$ cat src/rtl/mcct_defines.svh
/*
  Encodings and field codes of the multimode capture/compare timer.
  Assumes it is included by the package and by the timer modules.
*/
`ifndef MCCT_DEFINES_SVH
`define MCCT_DEFINES_SVH

`define MCCT_CNT_W          16
`define MCCT_PRESCALE_W     5
// Count source select codes
`define MCCT_SRC_DIV1       3'h0
`define MCCT_SRC_DIV2       3'h1
`define MCCT_SRC_DIV4       3'h2
`define MCCT_SRC_DIV8       3'h3
`define MCCT_SRC_DIV32      3'h4
`define MCCT_SRC_EXT_A      3'h5
`define MCCT_SRC_RESERVED   3'h6
`define MCCT_SRC_EXT_B      3'h7
// External clock valid edge
`define MCCT_EDGE_RISE      2'h0
`define MCCT_EDGE_FALL      2'h1
// Clear source codes
`define MCCT_CLR_FREE       2'h0
`define MCCT_CLR_GRA        2'h1
`define MCCT_CLR_GRB        2'h2
// Pin control: bit 2 selects capture, bits 1:0 the action
`define MCCT_CTL_CAPTURE    2
`define MCCT_OUT_PORT       2'h0
`define MCCT_OUT_LOW        2'h1
`define MCCT_OUT_HIGH       2'h2
`define MCCT_OUT_TOGGLE     2'h3
`define MCCT_CAP_RISE_CODE  3'h4
// Status flag positions
`define MCCT_FLAG_A         0
`define MCCT_FLAG_B         1
`define MCCT_FLAG_UDF       2
`define MCCT_FLAG_OVF       3
`define MCCT_FLAG_DIR       4

`endif

$ cat src/rtl/mcct_pkg.sv
/*
  Types shared by the timer core and its count source stage.
  Assumes mcct_defines.svh is on the include path.
*/
`include "mcct_defines.svh"

package mcct_pkg;

  typedef logic [`MCCT_CNT_W-1:0] mcct_count_t;

  // Synchroniser and edge history of the four input pins, and the prescaler
  typedef struct packed {
    logic [3:0] sync1;
    logic [3:0] sync2;
    logic [3:0] prev;
    logic [`MCCT_PRESCALE_W-1:0] prescale;
  } mcct_src_state_t;

  typedef struct packed {
    mcct_count_t cnt;
    mcct_count_t gra;
    mcct_count_t grb;
    logic        pin_a;
    logic        pin_b;
    logic [4:0]  flags;
  } mcct_core_state_t;

endpackage

$ cat src/rtl/mcct_src_if.sv
/*
  Carrier between the timer core and its count source stage.
  Assumes both ends share core_clk.
*/
`timescale 1ns/1ns
`default_nettype none

interface mcct_src_if;
  logic [2:0] source_sel;
  logic [1:0] ext_edge_sel;
  logic       phase_mode;
  logic [7:0] phase_en;
  logic       tick;
  logic       up;
  logic       pin_a_rise;
  logic       pin_a_fall;
  logic       pin_b_rise;
  logic       pin_b_fall;

  modport core (output source_sel, ext_edge_sel, phase_mode, phase_en,
                input  tick, up, pin_a_rise, pin_a_fall, pin_b_rise, pin_b_fall);
  modport src  (input  source_sel, ext_edge_sel, phase_mode, phase_en,
                output tick, up, pin_a_rise, pin_a_fall, pin_b_rise, pin_b_fall);
endinterface

`default_nettype wire

$ cat src/rtl/mcct_timer.sv
/*
  Multimode capture/compare timer: 16-bit counter, two general registers,
  output compare, PWM and two-phase counting, with status and request.
  Assumes control ports are on core_clk and steady while counting;
  pins and ext clocks are asynchronous and are synchronised inside.
*/
`timescale 1ns/1ns
`default_nettype none
`include "mcct_defines.svh"

// Overview of operation
// - Clear source 00: free run, 65536 period
// - Clear 01/10: zero at GRA/GRB match
// - Run bit 1 counts, 0 stops
// - Compare match drives pin low, high, toggle
// - Each pin selectable as port or compare
// - Compare match and overflow raise requests
// - PWM: A match high, B match low
// - Pin A compare/capture/PWM; pin B compare/capture
// - Phase mode counts per eight enable bits
// - Phase mode: capture, match, overflow, underflow requests
// - Ext pins are phases in phase mode
// - Source: clock /1,/2,/4,/8,/32 or external edge
// - Event input can trigger capture B
// - Software reads and writes the count
// - Capture, compare, PWM usable in phase mode
// - Flags for A, B, underflow, overflow, direction
// - Per-event enables gate the request
// - Source code 110 reserved, never counts outside phase mode
// - Event capture needs enable, B control 100
module mcct_timer
  import mcct_pkg::*;
#(
  parameter int unsigned CNT_W = `MCCT_CNT_W
) (
  input  wire logic              core_clk,
  input  wire logic              rst,
  input  wire logic              count_run_bit,
  input  wire logic              pwm_mode_bit,
  input  wire logic              phase_mode_bit,
  input  wire logic [2:0]        count_source_sel,
  input  wire logic [1:0]        ext_edge_sel,
  input  wire logic [1:0]        clear_source,
  input  wire logic [7:0]        phase_count_enable,
  input  wire logic [2:0]        a_control,
  input  wire logic [2:0]        b_control,
  input  wire logic              event_capture_enable,
  input  wire logic              event_link_unit,
  input  wire logic              event_a_irq_enable,
  input  wire logic              event_b_irq_enable,
  input  wire logic              underflow_irq_enable,
  input  wire logic              overflow_irq_enable,
  input  wire logic              counter_wr,
  input  wire logic [CNT_W-1:0]  counter_wr_data,
  input  wire logic              gra_wr,
  input  wire logic [CNT_W-1:0]  gra_wr_data,
  input  wire logic              grb_wr,
  input  wire logic [CNT_W-1:0]  grb_wr_data,
  input  wire logic [3:0]        flag_clear,
  input  wire logic              ext_clock_pin_a,
  input  wire logic              ext_clock_pin_b,
  input  wire logic              capcomp_pin_a_i,
  input  wire logic              capcomp_pin_b_i,
  output logic                   capcomp_pin_a_o,
  output logic                   capcomp_pin_a_oe,
  output logic                   capcomp_pin_b_o,
  output logic                   capcomp_pin_b_oe,
  output logic [CNT_W-1:0]       counter_value,
  output logic [CNT_W-1:0]       general_reg_a,
  output logic [CNT_W-1:0]       general_reg_b,
  output logic                   event_a_flag,
  output logic                   event_b_flag,
  output logic                   underflow_flag,
  output logic                   overflow_flag,
  output logic                   direction_flag,
  output logic                   irq_request
);

  generate
    if (CNT_W != `MCCT_CNT_W) begin : g_bad_width
      $error("counter width must match the shared state type");
    end
  endgenerate

  mcct_src_if        src ();
  mcct_core_state_t  st;
  mcct_core_state_t  next_st;
  logic              tick;
  logic              count_up;
  logic              match_a;
  logic              match_b;
  logic              clear_hit;
  logic              ovf_set;
  logic              udf_set;
  logic              cap_a;
  logic              cap_b;
  logic              edge_a;
  logic              edge_b;
  logic              event_cap_ok;
  logic [3:0]        flag_set;

  ////////////////////////////////////////////////////////////////////////
  // Count source stage
  assign src.source_sel   = count_source_sel;
  assign src.ext_edge_sel = ext_edge_sel;
  assign src.phase_mode   = phase_mode_bit;
  assign src.phase_en     = phase_count_enable;

  mcct_count_source #(
    .PRESCALE_W (`MCCT_PRESCALE_W)
  ) u_source (
    .core_clk        (core_clk),
    .rst             (rst),
    .ext_clock_pin_a (ext_clock_pin_a),
    .ext_clock_pin_b (ext_clock_pin_b),
    .capcomp_pin_a_i (capcomp_pin_a_i),
    .capcomp_pin_b_i (capcomp_pin_b_i),
    .bus             (src.src)
  );

  ////////////////////////////////////////////////////////////////////////
  // Capture edge selection: 00 rising, 01 falling, 1x both
  always_comb begin
    case (a_control[1:0])
      2'h0:    edge_a = src.pin_a_rise;
      2'h1:    edge_a = src.pin_a_fall;
      default: edge_a = src.pin_a_rise | src.pin_a_fall;
    endcase
    case (b_control[1:0])
      2'h0:    edge_b = src.pin_b_rise;
      2'h1:    edge_b = src.pin_b_fall;
      default: edge_b = src.pin_b_rise | src.pin_b_fall;
    endcase
  end

  ////////////////////////////////////////////////////////////////////////
  // Next state
  always_comb begin
    next_st  = st;
    tick     = count_run_bit & src.tick;
    count_up = phase_mode_bit ? src.up : 1'b1;
    // Matches only count when the counter is about to move
    match_a  = tick & (st.cnt == st.gra);
    match_b  = tick & (st.cnt == st.grb);
    clear_hit = ((clear_source == `MCCT_CLR_GRA) & match_a) |
                ((clear_source == `MCCT_CLR_GRB) & match_b);
    ovf_set  = tick & ~clear_hit & count_up & (&st.cnt);
    udf_set  = tick & ~clear_hit & ~count_up & ~(|st.cnt);

    // Counter: free run wraps, match clears to zero
    if (tick) begin
      next_st.flags[`MCCT_FLAG_DIR] = count_up;
      if (clear_hit) begin
        next_st.cnt = '0;
      end else if (count_up) begin
        next_st.cnt = st.cnt + 1'b1;
      end else begin
        next_st.cnt = st.cnt - 1'b1;
      end
    end
    // Software write beats any clear or count
    if (counter_wr) begin
      next_st.cnt = counter_wr_data;
    end

    // Capture, also in phase mode
    event_cap_ok = event_capture_enable & ~pwm_mode_bit &
                   (b_control == `MCCT_CAP_RISE_CODE);
    cap_a = count_run_bit & ~pwm_mode_bit & a_control[`MCCT_CTL_CAPTURE] & edge_a;
    cap_b = count_run_bit & ~pwm_mode_bit & b_control[`MCCT_CTL_CAPTURE] &
            (edge_b | (event_cap_ok & event_link_unit));
    // A capture outranks a same-cycle software load
    if (cap_a) begin
      next_st.gra = st.cnt;
    end else if (gra_wr) begin
      next_st.gra = gra_wr_data;
    end
    if (cap_b) begin
      next_st.grb = st.cnt;
    end else if (grb_wr) begin
      next_st.grb = grb_wr_data;
    end

    // Pin A: PWM set at A, reset at B; B wins a tie
    if (pwm_mode_bit) begin
      if (match_b) begin
        next_st.pin_a = 1'b0;
      end else if (match_a) begin
        next_st.pin_a = 1'b1;
      end
    end else if (!a_control[`MCCT_CTL_CAPTURE] && match_a) begin
      case (a_control[1:0])
        `MCCT_OUT_LOW:    next_st.pin_a = 1'b0;
        `MCCT_OUT_HIGH:   next_st.pin_a = 1'b1;
        `MCCT_OUT_TOGGLE: next_st.pin_a = ~st.pin_a;
        default:          next_st.pin_a = st.pin_a;
      endcase
    end
    if (!pwm_mode_bit && !b_control[`MCCT_CTL_CAPTURE] && match_b) begin
      case (b_control[1:0])
        `MCCT_OUT_LOW:    next_st.pin_b = 1'b0;
        `MCCT_OUT_HIGH:   next_st.pin_b = 1'b1;
        `MCCT_OUT_TOGGLE: next_st.pin_b = ~st.pin_b;
        default:          next_st.pin_b = st.pin_b;
      endcase
    end

    // Sticky flags; a same-cycle event beats the clear
    flag_set[`MCCT_FLAG_A]   = cap_a | (match_a & (pwm_mode_bit | ~a_control[`MCCT_CTL_CAPTURE]));
    flag_set[`MCCT_FLAG_B]   = cap_b | (match_b & (pwm_mode_bit | ~b_control[`MCCT_CTL_CAPTURE]));
    flag_set[`MCCT_FLAG_UDF] = udf_set;
    flag_set[`MCCT_FLAG_OVF] = ovf_set;
    next_st.flags[3:0] = (st.flags[3:0] & ~flag_clear) | flag_set;
  end

  ////////////////////////////////////////////////////////////////////////
  always_ff @(posedge core_clk or posedge rst) begin
    if (rst) begin
      st <= '0;
    end else begin
      st <= next_st;
    end
  end

  ////////////////////////////////////////////////////////////////////////
  // Outputs
  assign counter_value   = st.cnt;
  assign general_reg_a   = st.gra;
  assign general_reg_b   = st.grb;
  assign event_a_flag    = st.flags[`MCCT_FLAG_A];
  assign event_b_flag    = st.flags[`MCCT_FLAG_B];
  assign underflow_flag  = st.flags[`MCCT_FLAG_UDF];
  assign overflow_flag   = st.flags[`MCCT_FLAG_OVF];
  assign direction_flag  = st.flags[`MCCT_FLAG_DIR];

  // Only enabled flags reach the request line
  assign irq_request = (st.flags[`MCCT_FLAG_A]   & event_a_irq_enable)  |
                       (st.flags[`MCCT_FLAG_B]   & event_b_irq_enable)  |
                       (st.flags[`MCCT_FLAG_UDF] & underflow_irq_enable) |
                       (st.flags[`MCCT_FLAG_OVF] & overflow_irq_enable);

  // Outside PWM, action code 00 leaves the pin a plain port; pin B stays port in PWM
  assign capcomp_pin_a_o  = st.pin_a;
  assign capcomp_pin_a_oe = pwm_mode_bit |
                            (~a_control[`MCCT_CTL_CAPTURE] & (a_control[1:0] != `MCCT_OUT_PORT));
  assign capcomp_pin_b_o  = st.pin_b;
  assign capcomp_pin_b_oe = ~pwm_mode_bit & ~b_control[`MCCT_CTL_CAPTURE] &
                            (b_control[1:0] != `MCCT_OUT_PORT);

endmodule

`default_nettype wire

$ cat src/rtl/mcct_count_source.sv
/*
  Count source stage: pin synchronisers, prescaler, external edge and
  two-phase decoding. Assumes pins are asynchronous to core_clk.
*/
`timescale 1ns/1ns
`default_nettype none
`include "mcct_defines.svh"

module mcct_count_source
  import mcct_pkg::*;
#(
  parameter int unsigned PRESCALE_W = `MCCT_PRESCALE_W
) (
  input  wire logic core_clk,
  input  wire logic rst,
  input  wire logic ext_clock_pin_a,
  input  wire logic ext_clock_pin_b,
  input  wire logic capcomp_pin_a_i,
  input  wire logic capcomp_pin_b_i,
  mcct_src_if.src   bus
);

  generate
    if (PRESCALE_W != `MCCT_PRESCALE_W) begin : g_bad_width
      $error("prescaler must be five bits for the divide-by-32 tap");
    end
  endgenerate

  mcct_src_state_t st;
  mcct_src_state_t next_st;
  logic [3:0]      rise;
  logic [3:0]      fall;
  logic            clk_a;
  logic            clk_b;
  logic            ext_tick;
  logic [7:0]      cond;

  ////////////////////////////////////////////////////////////////////////
  always_comb begin
    next_st          = st;
    // The first stage feeds only the second; the second stage and prev feed the edge logic
    next_st.sync1    = {capcomp_pin_b_i, capcomp_pin_a_i, ext_clock_pin_b, ext_clock_pin_a};
    next_st.sync2    = st.sync1;
    next_st.prev     = st.sync2;
    next_st.prescale = st.prescale + 1'b1;
    rise             = st.sync2 & ~st.prev;
    fall             = ~st.sync2 & st.prev;
    clk_a            = st.sync2[0];
    clk_b            = st.sync2[1];
    // Two-phase conditions, four up then four down
    cond[0] = rise[0] & ~clk_b;
    cond[1] = fall[0] &  clk_b;
    cond[2] = rise[1] &  clk_a;
    cond[3] = fall[1] & ~clk_a;
    cond[4] = rise[0] &  clk_b;
    cond[5] = fall[0] & ~clk_b;
    cond[6] = rise[1] & ~clk_a;
    cond[7] = fall[1] &  clk_a;
    cond    = cond & bus.phase_en;
    case (bus.ext_edge_sel)
      `MCCT_EDGE_RISE: ext_tick = (bus.source_sel == `MCCT_SRC_EXT_A) ? rise[0] : rise[1];
      `MCCT_EDGE_FALL: ext_tick = (bus.source_sel == `MCCT_SRC_EXT_A) ? fall[0] : fall[1];
      default:         ext_tick = (bus.source_sel == `MCCT_SRC_EXT_A) ? (rise[0] | fall[0])
                                                                        : (rise[1] | fall[1]);
    endcase
  end

  // Count enable pulses on core_clk
  always_comb begin
    bus.up = 1'b1;
    if (bus.phase_mode) begin
      bus.tick = |cond;
      bus.up   = |cond[3:0];
    end else begin
      case (bus.source_sel)
        `MCCT_SRC_DIV1:  bus.tick = 1'b1;
        `MCCT_SRC_DIV2:  bus.tick = st.prescale[0];
        `MCCT_SRC_DIV4:  bus.tick = &st.prescale[1:0];
        `MCCT_SRC_DIV8:  bus.tick = &st.prescale[2:0];
        `MCCT_SRC_DIV32: bus.tick = &st.prescale[4:0];
        `MCCT_SRC_EXT_A: bus.tick = ext_tick;
        `MCCT_SRC_EXT_B: bus.tick = ext_tick;
        default:         bus.tick = 1'b0;
      endcase
    end
  end

  assign bus.pin_a_rise = rise[2];
  assign bus.pin_a_fall = fall[2];
  assign bus.pin_b_rise = rise[3];
  assign bus.pin_b_fall = fall[3];

  ////////////////////////////////////////////////////////////////////////
  always_ff @(posedge core_clk or posedge rst) begin
    if (rst) begin
      st <= '0;
    end else begin
      st <= next_st;
    end
  end

endmodule

`default_nettype wire

$ cat config.mk
export PLATFORM = sky130hd
export DESIGN_NAME = mcct_timer
export DESIGN_NICKNAME = d
export VERILOG_FILES = /design/src/rtl/mcct_pkg.sv /design/src/rtl/mcct_src_if.sv /design/src/rtl/mcct_timer.sv /design/src/rtl/mcct_count_source.sv
export VERILOG_INCLUDE_DIRS = /design/src /design/src/rtl
export SDC_FILE = /design/constraint.sdc
export NUM_CORES = 1
export LEC_CHECK = 0
export BUFFER_PORTS_ARGS = -buffer_cell sky130_fd_sc_hd__buf_2
export CAP_MARGIN = 20
export CORE_ASPECT_RATIO = 2
export CORE_MARGIN = 5
export CORE_UTILIZATION = 56
export CTS_BUF_LIST = sky130_fd_sc_hd__clkbuf_16
export DETAILED_ROUTE_END_ITERATION = 8
export GPL_ROUTABILITY_DRIVEN = 0
export PLACE_DENSITY = 0.86
export REMOVE_ABC_BUFFERS = 1
export SYNTH_ARGS = -nofsm -noshare
export SYNTH_HDL_FRONTEND = slang
export SYNTH_SLANG_ARGS = --single-unit
$ cat constraint.sdc
create_clock -name core_clk -period 6.8 [get_ports core_clk]
set_clock_uncertainty 0.2 [all_clocks]
set_input_delay 0.68 -clock core_clk [delete_from_list [all_inputs] [get_ports core_clk]]
set_output_delay 0.68 -clock core_clk [all_outputs]
set_load 0.1 [all_outputs]
==> results of run 1 <==
[area by class of cell]
class	count	share of cell area
flip-flops and latches	72	0.3141
clock buffers	9	0.03927
multi-input cells	369	0.4664
repair buffers	153	0.1357
inverters	30	0.01963
clock inverters	5	0.003490
well taps	98	0.02138
[metrics by stage]
step	hold WS, ns	std cells	instance area, um^2	worst slack, ns
final	0.1488	736	5736	2.550
after global routing	0.1676	736	5736	2.335
after CTS	0.1500	736	5736	2.604
after detailed placement	0.1381	722	5490	2.599
after global placement	0.1351	722	5490	2.750
after floorplan	0.1312	471	4584	3.084
[registers in the layout, summed over array words and instances, names as in the netlist]
| name | cells |
|---|---|
| underflow_flag | 1 |
| direction_flag | 1 |
| capcomp_pin_b_o | 1 |
| u_source.clk_b | 1 |
| u_source.st | 9 |
| capcomp_pin_a_o | 1 |
| general_reg_a | 16 |
| counter_value | 16 |
| u_source.clk_a | 1 |
| u_source.next_st | 6 |
| general_reg_b | 16 |
| overflow_flag | 1 |
| event_b_flag | 1 |
| event_a_flag | 1 |
[worst min-delay path by stage]
stage / endpoint / slack [ns] / depth (start not counted)
2_1_floorplan: u_source.clk_a / 0.13 / 0
3_3_place_gp: u_source.next_st[8] / 0.14 / 0
3_5_place_dp: u_source.next_st[8] / 0.14 / 0
4_1_cts: u_source.next_st[8] / 0.15 / 0
5_1_grt: u_source.next_st[8] / 0.17 / 0
6_report: u_source.next_st[8] / 0.15 / 0
[power groups by stage]
stage	combinational, mW	sequential (mW)	clock [mW]
after floorplan	0.263	0.850	0
after global placement	0.717	0.560	0
after detailed placement	0.733	0.563	0
after CTS	0.737	0.556	0.403
after global routing	0.780	0.563	0.420
final	0.740	0.558	0.403
[per-layer routing]
layer | track usage | wire [um]
met4 | 0.1585 | 746
met3 | 0.04232 | 1010
met5 | 0 | 0
met1 | 0.2872 | 4952
met2 | 0.5248 | 8202
[worst register-to-register path, delay by kind of cell, from the launching register on]
family	cells	cell delay (ns)
buffers and inverters	2	0.58
and+or+nand+nor	5	1.07
adders and majority gates	2	0.63
AOI/OAI and AO/OA	5	1.26
DFF	1	0.42
[cell families (layout without fill, tap and decap cells)]
| kind of cell | count (synthesis) | in the layout | synth area share |
|---|---|---|---|
| mux | 41 | 41 | 0.08995 |
| simple gates | 137 | 137 | 0.1491 |
| fa+ha+maj | 30 | 30 | 0.08048 |
| buf+inv | 65 | 197 | 0.05997 |
| xor+xnor | 41 | 41 | 0.07549 |
| compound gates | 120 | 120 | 0.1662 |
| flops | 72 | 72 | 0.3787 |
[cells in the mapped netlist (3+ instances only)]
library cell,count,area share
nor3_1,15,0.016
inv_1,30,0.024
nand4_1,14,0.018
nor2_1,7,0.0055
buf_6,3,0.0071
xor2_1,4,0.0074
a211oi_1,8,0.013
buf_2,12,0.013
o21ai_0,48,0.050
ha_1,29,0.076
a31oi_1,5,0.0066
dfrtp_1,72,0.38
nor2b_1,6,0.0079
a221oi_1,3,0.0055
nand2b_1,5,0.0066
nor4_1,7,0.0092
and3_1,11,0.014
nand3_1,11,0.012
xnor2_1,37,0.068
or3_1,3,0.0039
o21bai_1,4,0.0063
clkbuf_1,17,0.013
a21oi_1,19,0.020
a21o_1,5,0.0079
nand2_1,48,0.038
mux2_2,4,0.0095
mux2i_1,36,0.076
==> metrics.cfg, run 1 <==
[floorplan]
num_rows=47
core_um2=8292
die_h_um=140.3
io-pin-count=149
fp.dieArea_um2=10550
start_util=0.5737
die_x_um=75.17

[synth]
syn_area_um2=4757
synth-warning-count=0
syn_area_per_cell_um2=9.401
ys_seq_area_frac=0.3787
synth_cells=506
ys_types=60
synth_edf_count=0
synth_seq_cells=72
async_reset_ff_frac=1.000
synth_ff_type=dfrtp_1

[setup_path]
cp_data_arrival_time_ns=4.26
r2r-end=counter_value[15]
r2r-start=u_source.clk_a
slowest_stage=inv_1
cp.depth=14
crit_chain=inv_1 > ha_1 > and3_1 > a31oi_1 > nand3_2 > inv_1 > ha_1 > o21ai_0 > o21ai_1 > nand2_1 > o2111ai_2 > a2111o_1 > and4_1 > or3_1
ff2ff_setup_slack_ns=2.55
cp.required_ns=6.81
slowest_delay_ns=0.49
ff2ff_path_depth=14
cp-start-kind=flip-flop
cp_max_fo=16
cp_top_family=compound AO/OA/AOI/OAI gates
critPathBufInv=2
endpoint=counter_value[15]
critPathLaunch=u_source.clk_a
worstSetupEndpointType=flip-flop
crit_type=reg -> reg

[layout]
fin_util=0.6917
layout-drive-gt1-share=0.2837
diodes=0
fin_nets=756
fill_cells=654
area_delta_synth_final_pct=20.57
multiInputGateArea_um2=2675
layout_commonest_cell=buf_2
ff_latch_area_um2=1802
final_cell_mix=148 x buf_2, 72 x dfrtp_1, 48 x nand2_1, 48 x o21ai_0, 37 x xnor2_1

[global_route]
grt_pass1_vias=4710
grt_use_total=0.2845
grt_pass1_wl_um=22750
antenna_found_initial=0
grt_overflow_total=0
grt_max_degree=73

[clocking]
cts_htree_levels=3
cts_resized=0
cts_buffer_depth=2
path_clk_slew_ns=0.05
cts_hold_buf=0
root_buffer=clkbuf_16
post_cts_buffers=0
cts_made_buffers=9
clock_latency_ns=0.33
cts_tree=yes
cts_sinks=72

[pwr]
power_density_nw_per_um2=296.6
finalPower_mw=1.701
clockPowerShare=0.237
ir_drop_v=0.0001518
comb_power_share=0.435
switching_power_mw=0.7928
p_seq_frac=0.328
p_leak_nw=2.786
p_int_mw=0.9083
swShare=0.4661

[drt]
drc_errors=0
vias_per_cell=6.158
dr.pass1.iters=5
vias=4532
drt_iter0_drc=301
wl_um=14910
wl_per_cell_um=20.26
antenna_left=0

[sta]
max_slew_margin=0.3561
hold_violations=0
period_needed_ns=4.250
rsz0062_at_grt=false
setup_violations=0
fmax_mhz=235.3
fin_tns_setup_ns=0
maxSlewViolCount=0
tightest_slew_ns=0.9658
fin_crit_sh=0.6251

[hold_path]
hold_start=u_source.next_st[12]
worstHoldPathType=reg -> reg

[run_status]
status=finished, final reports clean

[run]
drv_cap=0

[placed_design]
hpwl_um=11320
io_buffers=148

No activity file was read; power rests on OpenSTA's default activity.
==> run 2: changes to the inputs <==
Settings changed: ABC_AREA set to 1, CORE_UTILIZATION 56 to 47, PLACE_DENSITY 0.86 to 0.77.
Clock period 6.8 ns to 3.8 ns, I/O delays scaled along.
==> run 2 against run 1 <==
  * Power rose by 84%
  * Critical path type unchanged
  * Largest cell class unchanged
  * First-iteration DRC count down 4.0%
  * Largest power group unchanged
  * Non-clock buffer count rose by 4
  * Critical endpoint is now counter_value[11]
==> metrics.cfg, run 2 <==
[floorplan]
io-pin-count=149
fp.dieArea_um2=12470
start_util=0.4766
num_rows=52
die_x_um=81.50
die_h_um=153.0
core_um2=10080

[layout]
layout-drive-gt1-share=0.2380
diodes=0
fin_nets=906
layout_commonest_cell=nand2_1
area_delta_synth_final_pct=24.81
fin_util=0.5948
final_cell_mix=170 x nand2_1, 148 x buf_2, 86 x nand3_1
final_cells=925
postLayoutCellArea_um2=5998
fill_cells=916

[placed_design]
io_buffers=148
dp_slack_ns=0.4922
hpwl_um=12400
placed_area_um2=5670
dp_cells=905

[drt]
antenna_left=0
wl_per_cell_um=16.91
drt_iter0_drc=289
dr.pass1.iters=5
wl_um=15650
drc_errors=0
vias=5041
vias_per_cell=5.450

[synth]
synth_ff_type=dfrtp_1
ys_types=35
syn_area_um2=4806
synth_cells=634
yosys.area.top_type=dfrtp_1
yosysMostFrequentCell=nand2_1
synth_top_area_share=0.3749
ys_seq_area_frac=0.3749
synth_seq_cells=72
synth_edf_count=0
async_reset_ff_frac=1.000
synth-warning-count=0
synth_area_leaders=dfrtp_1 37%, nand2_1 13%, nand3_1 9.0%, ha_1 7.6%, inv_1 5.8%
syn_area_per_cell_um2=7.580
synthTopCellsByCount=170 x nand2_1, 86 x nand3_1, 74 x inv_1, 72 x dfrtp_1, 32 x nor2_1

[sta]
whs_ns=0.02354
fmax_mhz=302.3
tightest_slew_ns=0.8968
period_needed_ns=3.307
hold_violations=0
fin_tns_setup_ns=0
setup_violations=0
layout_setup_ws_ns=0.4925
max_slew_margin=0.4013
fin_crit_sh=0.8704
maxSlewViolCount=0
rsz0062_at_grt=false

[clocking]
cts_hold_buf=4
path_clk_slew_ns=0.06
clock_latency_ns=0.34
cts_resized=0
cts_buffer_depth=2
post_cts_buffers=0
cts_htree_levels=3
cts_made_buffers=9
root_buffer=clkbuf_16
cts_tree=yes
cts_sinks=72

[pwr]
power_density_nw_per_um2=522.9
finalPower_mw=3.136
ir_drop_v=0.0003009
p_leak_nw=3.148

[setup_path]
slowest_delay_ns=0.47
cp_data_arrival_time_ns=3.33
critPathBufInv=1
crit_type=reg -> reg
cp_top_family=compound AO/OA/AOI/OAI gates
crit_chain=inv_2 > ha_1 > nand3_1 > nand3_1 > nor2_2 > ha_1 > a21oi_1 > o21ai_0 > a21oi_1 > o21ai_0 > xor2_1 > nand2_1 > nand3_1
worstSetupEndpointType=flip-flop
cp_common_cell=nand3_1
cp_max_fo=10
slowest_stage=nor2_2
ff2ff_path_depth=13
cp.required_ns=3.82
cp.depth=13
cp-start-kind=flip-flop

[global_route]
grt_overflow_total=0
grt_use_total=0.2615
grt_pass1_vias=5176
grt_max_degree=44
antenna_found_initial=0
grt_pass1_wl_um=24910

[run_status]
status=finished, final reports clean

[run]
drv_cap=0

[hold_path]
worstHoldPathType=in -> reg
whs_path_depth=2

==> run 2: where the power goes <==
part / switching [mW] / leakage (nW) / internal, mW / total, mW
Clock: 0.324 / 0.136 / 0.501 / 0.825
Sequential: 0.116 / 0.878 / 0.846 / 0.961
Combinational: 1.02 / 2.13 / 0.330 / 1.35
Total: 1.46 / 3.15 / 1.68 / 3.14
==> run 2: area by class of cell <==
cell class	instances	area, um^2	share of cell area
repair buffers	157	818.3	0.1364
flip-flops and latches	72	1802	0.3004
inverters	82	309.0	0.05152
multi-input cells	463	2613	0.4355
clock buffers	9	225.2	0.03755
clock inverters	7	62.56	0.01043
well taps	135	168.9	0.02816
==> run 2: final timing paths <==
| path | from | endpoint | slack (ns) |
|---|---|---|---|
| min in group asynchronous | rst | general_reg_b[2] | 0.04 |
| max in group asynchronous | rst | counter_value[11] | 2.55 |
| min | flag_clear[3] | overflow_flag | 0.02 |
| min reg2reg | u_source.next_st[9] | u_source.clk_a | 0.15 |
| max | u_source.clk_b | counter_value[11] | 0.49 |
| max reg2reg | u_source.clk_b | counter_value[11] | 0.49 |
==> run 2: cells by family after synthesis <==
| group | after synthesis | share of synthesized area |
|---|---|---|
| buf+inv | 99 | 0.08149 |
| fa+ha+maj | 30 | 0.07967 |
| xor+xnor | 34 | 0.06196 |
| simple gates | 322 | 0.2945 |
| flops | 72 | 0.3749 |
| compound gates | 77 | 0.1075 |
==> run 2: per-layer routing <==
layer  wire length [um]  vias up  GRT usage
met3                886       43    0.02827
li1                   -     2423          -
met4                708        0     0.1475
met5                  0        -          0
met2               8664      192     0.4833
met1               5385     2383     0.2721
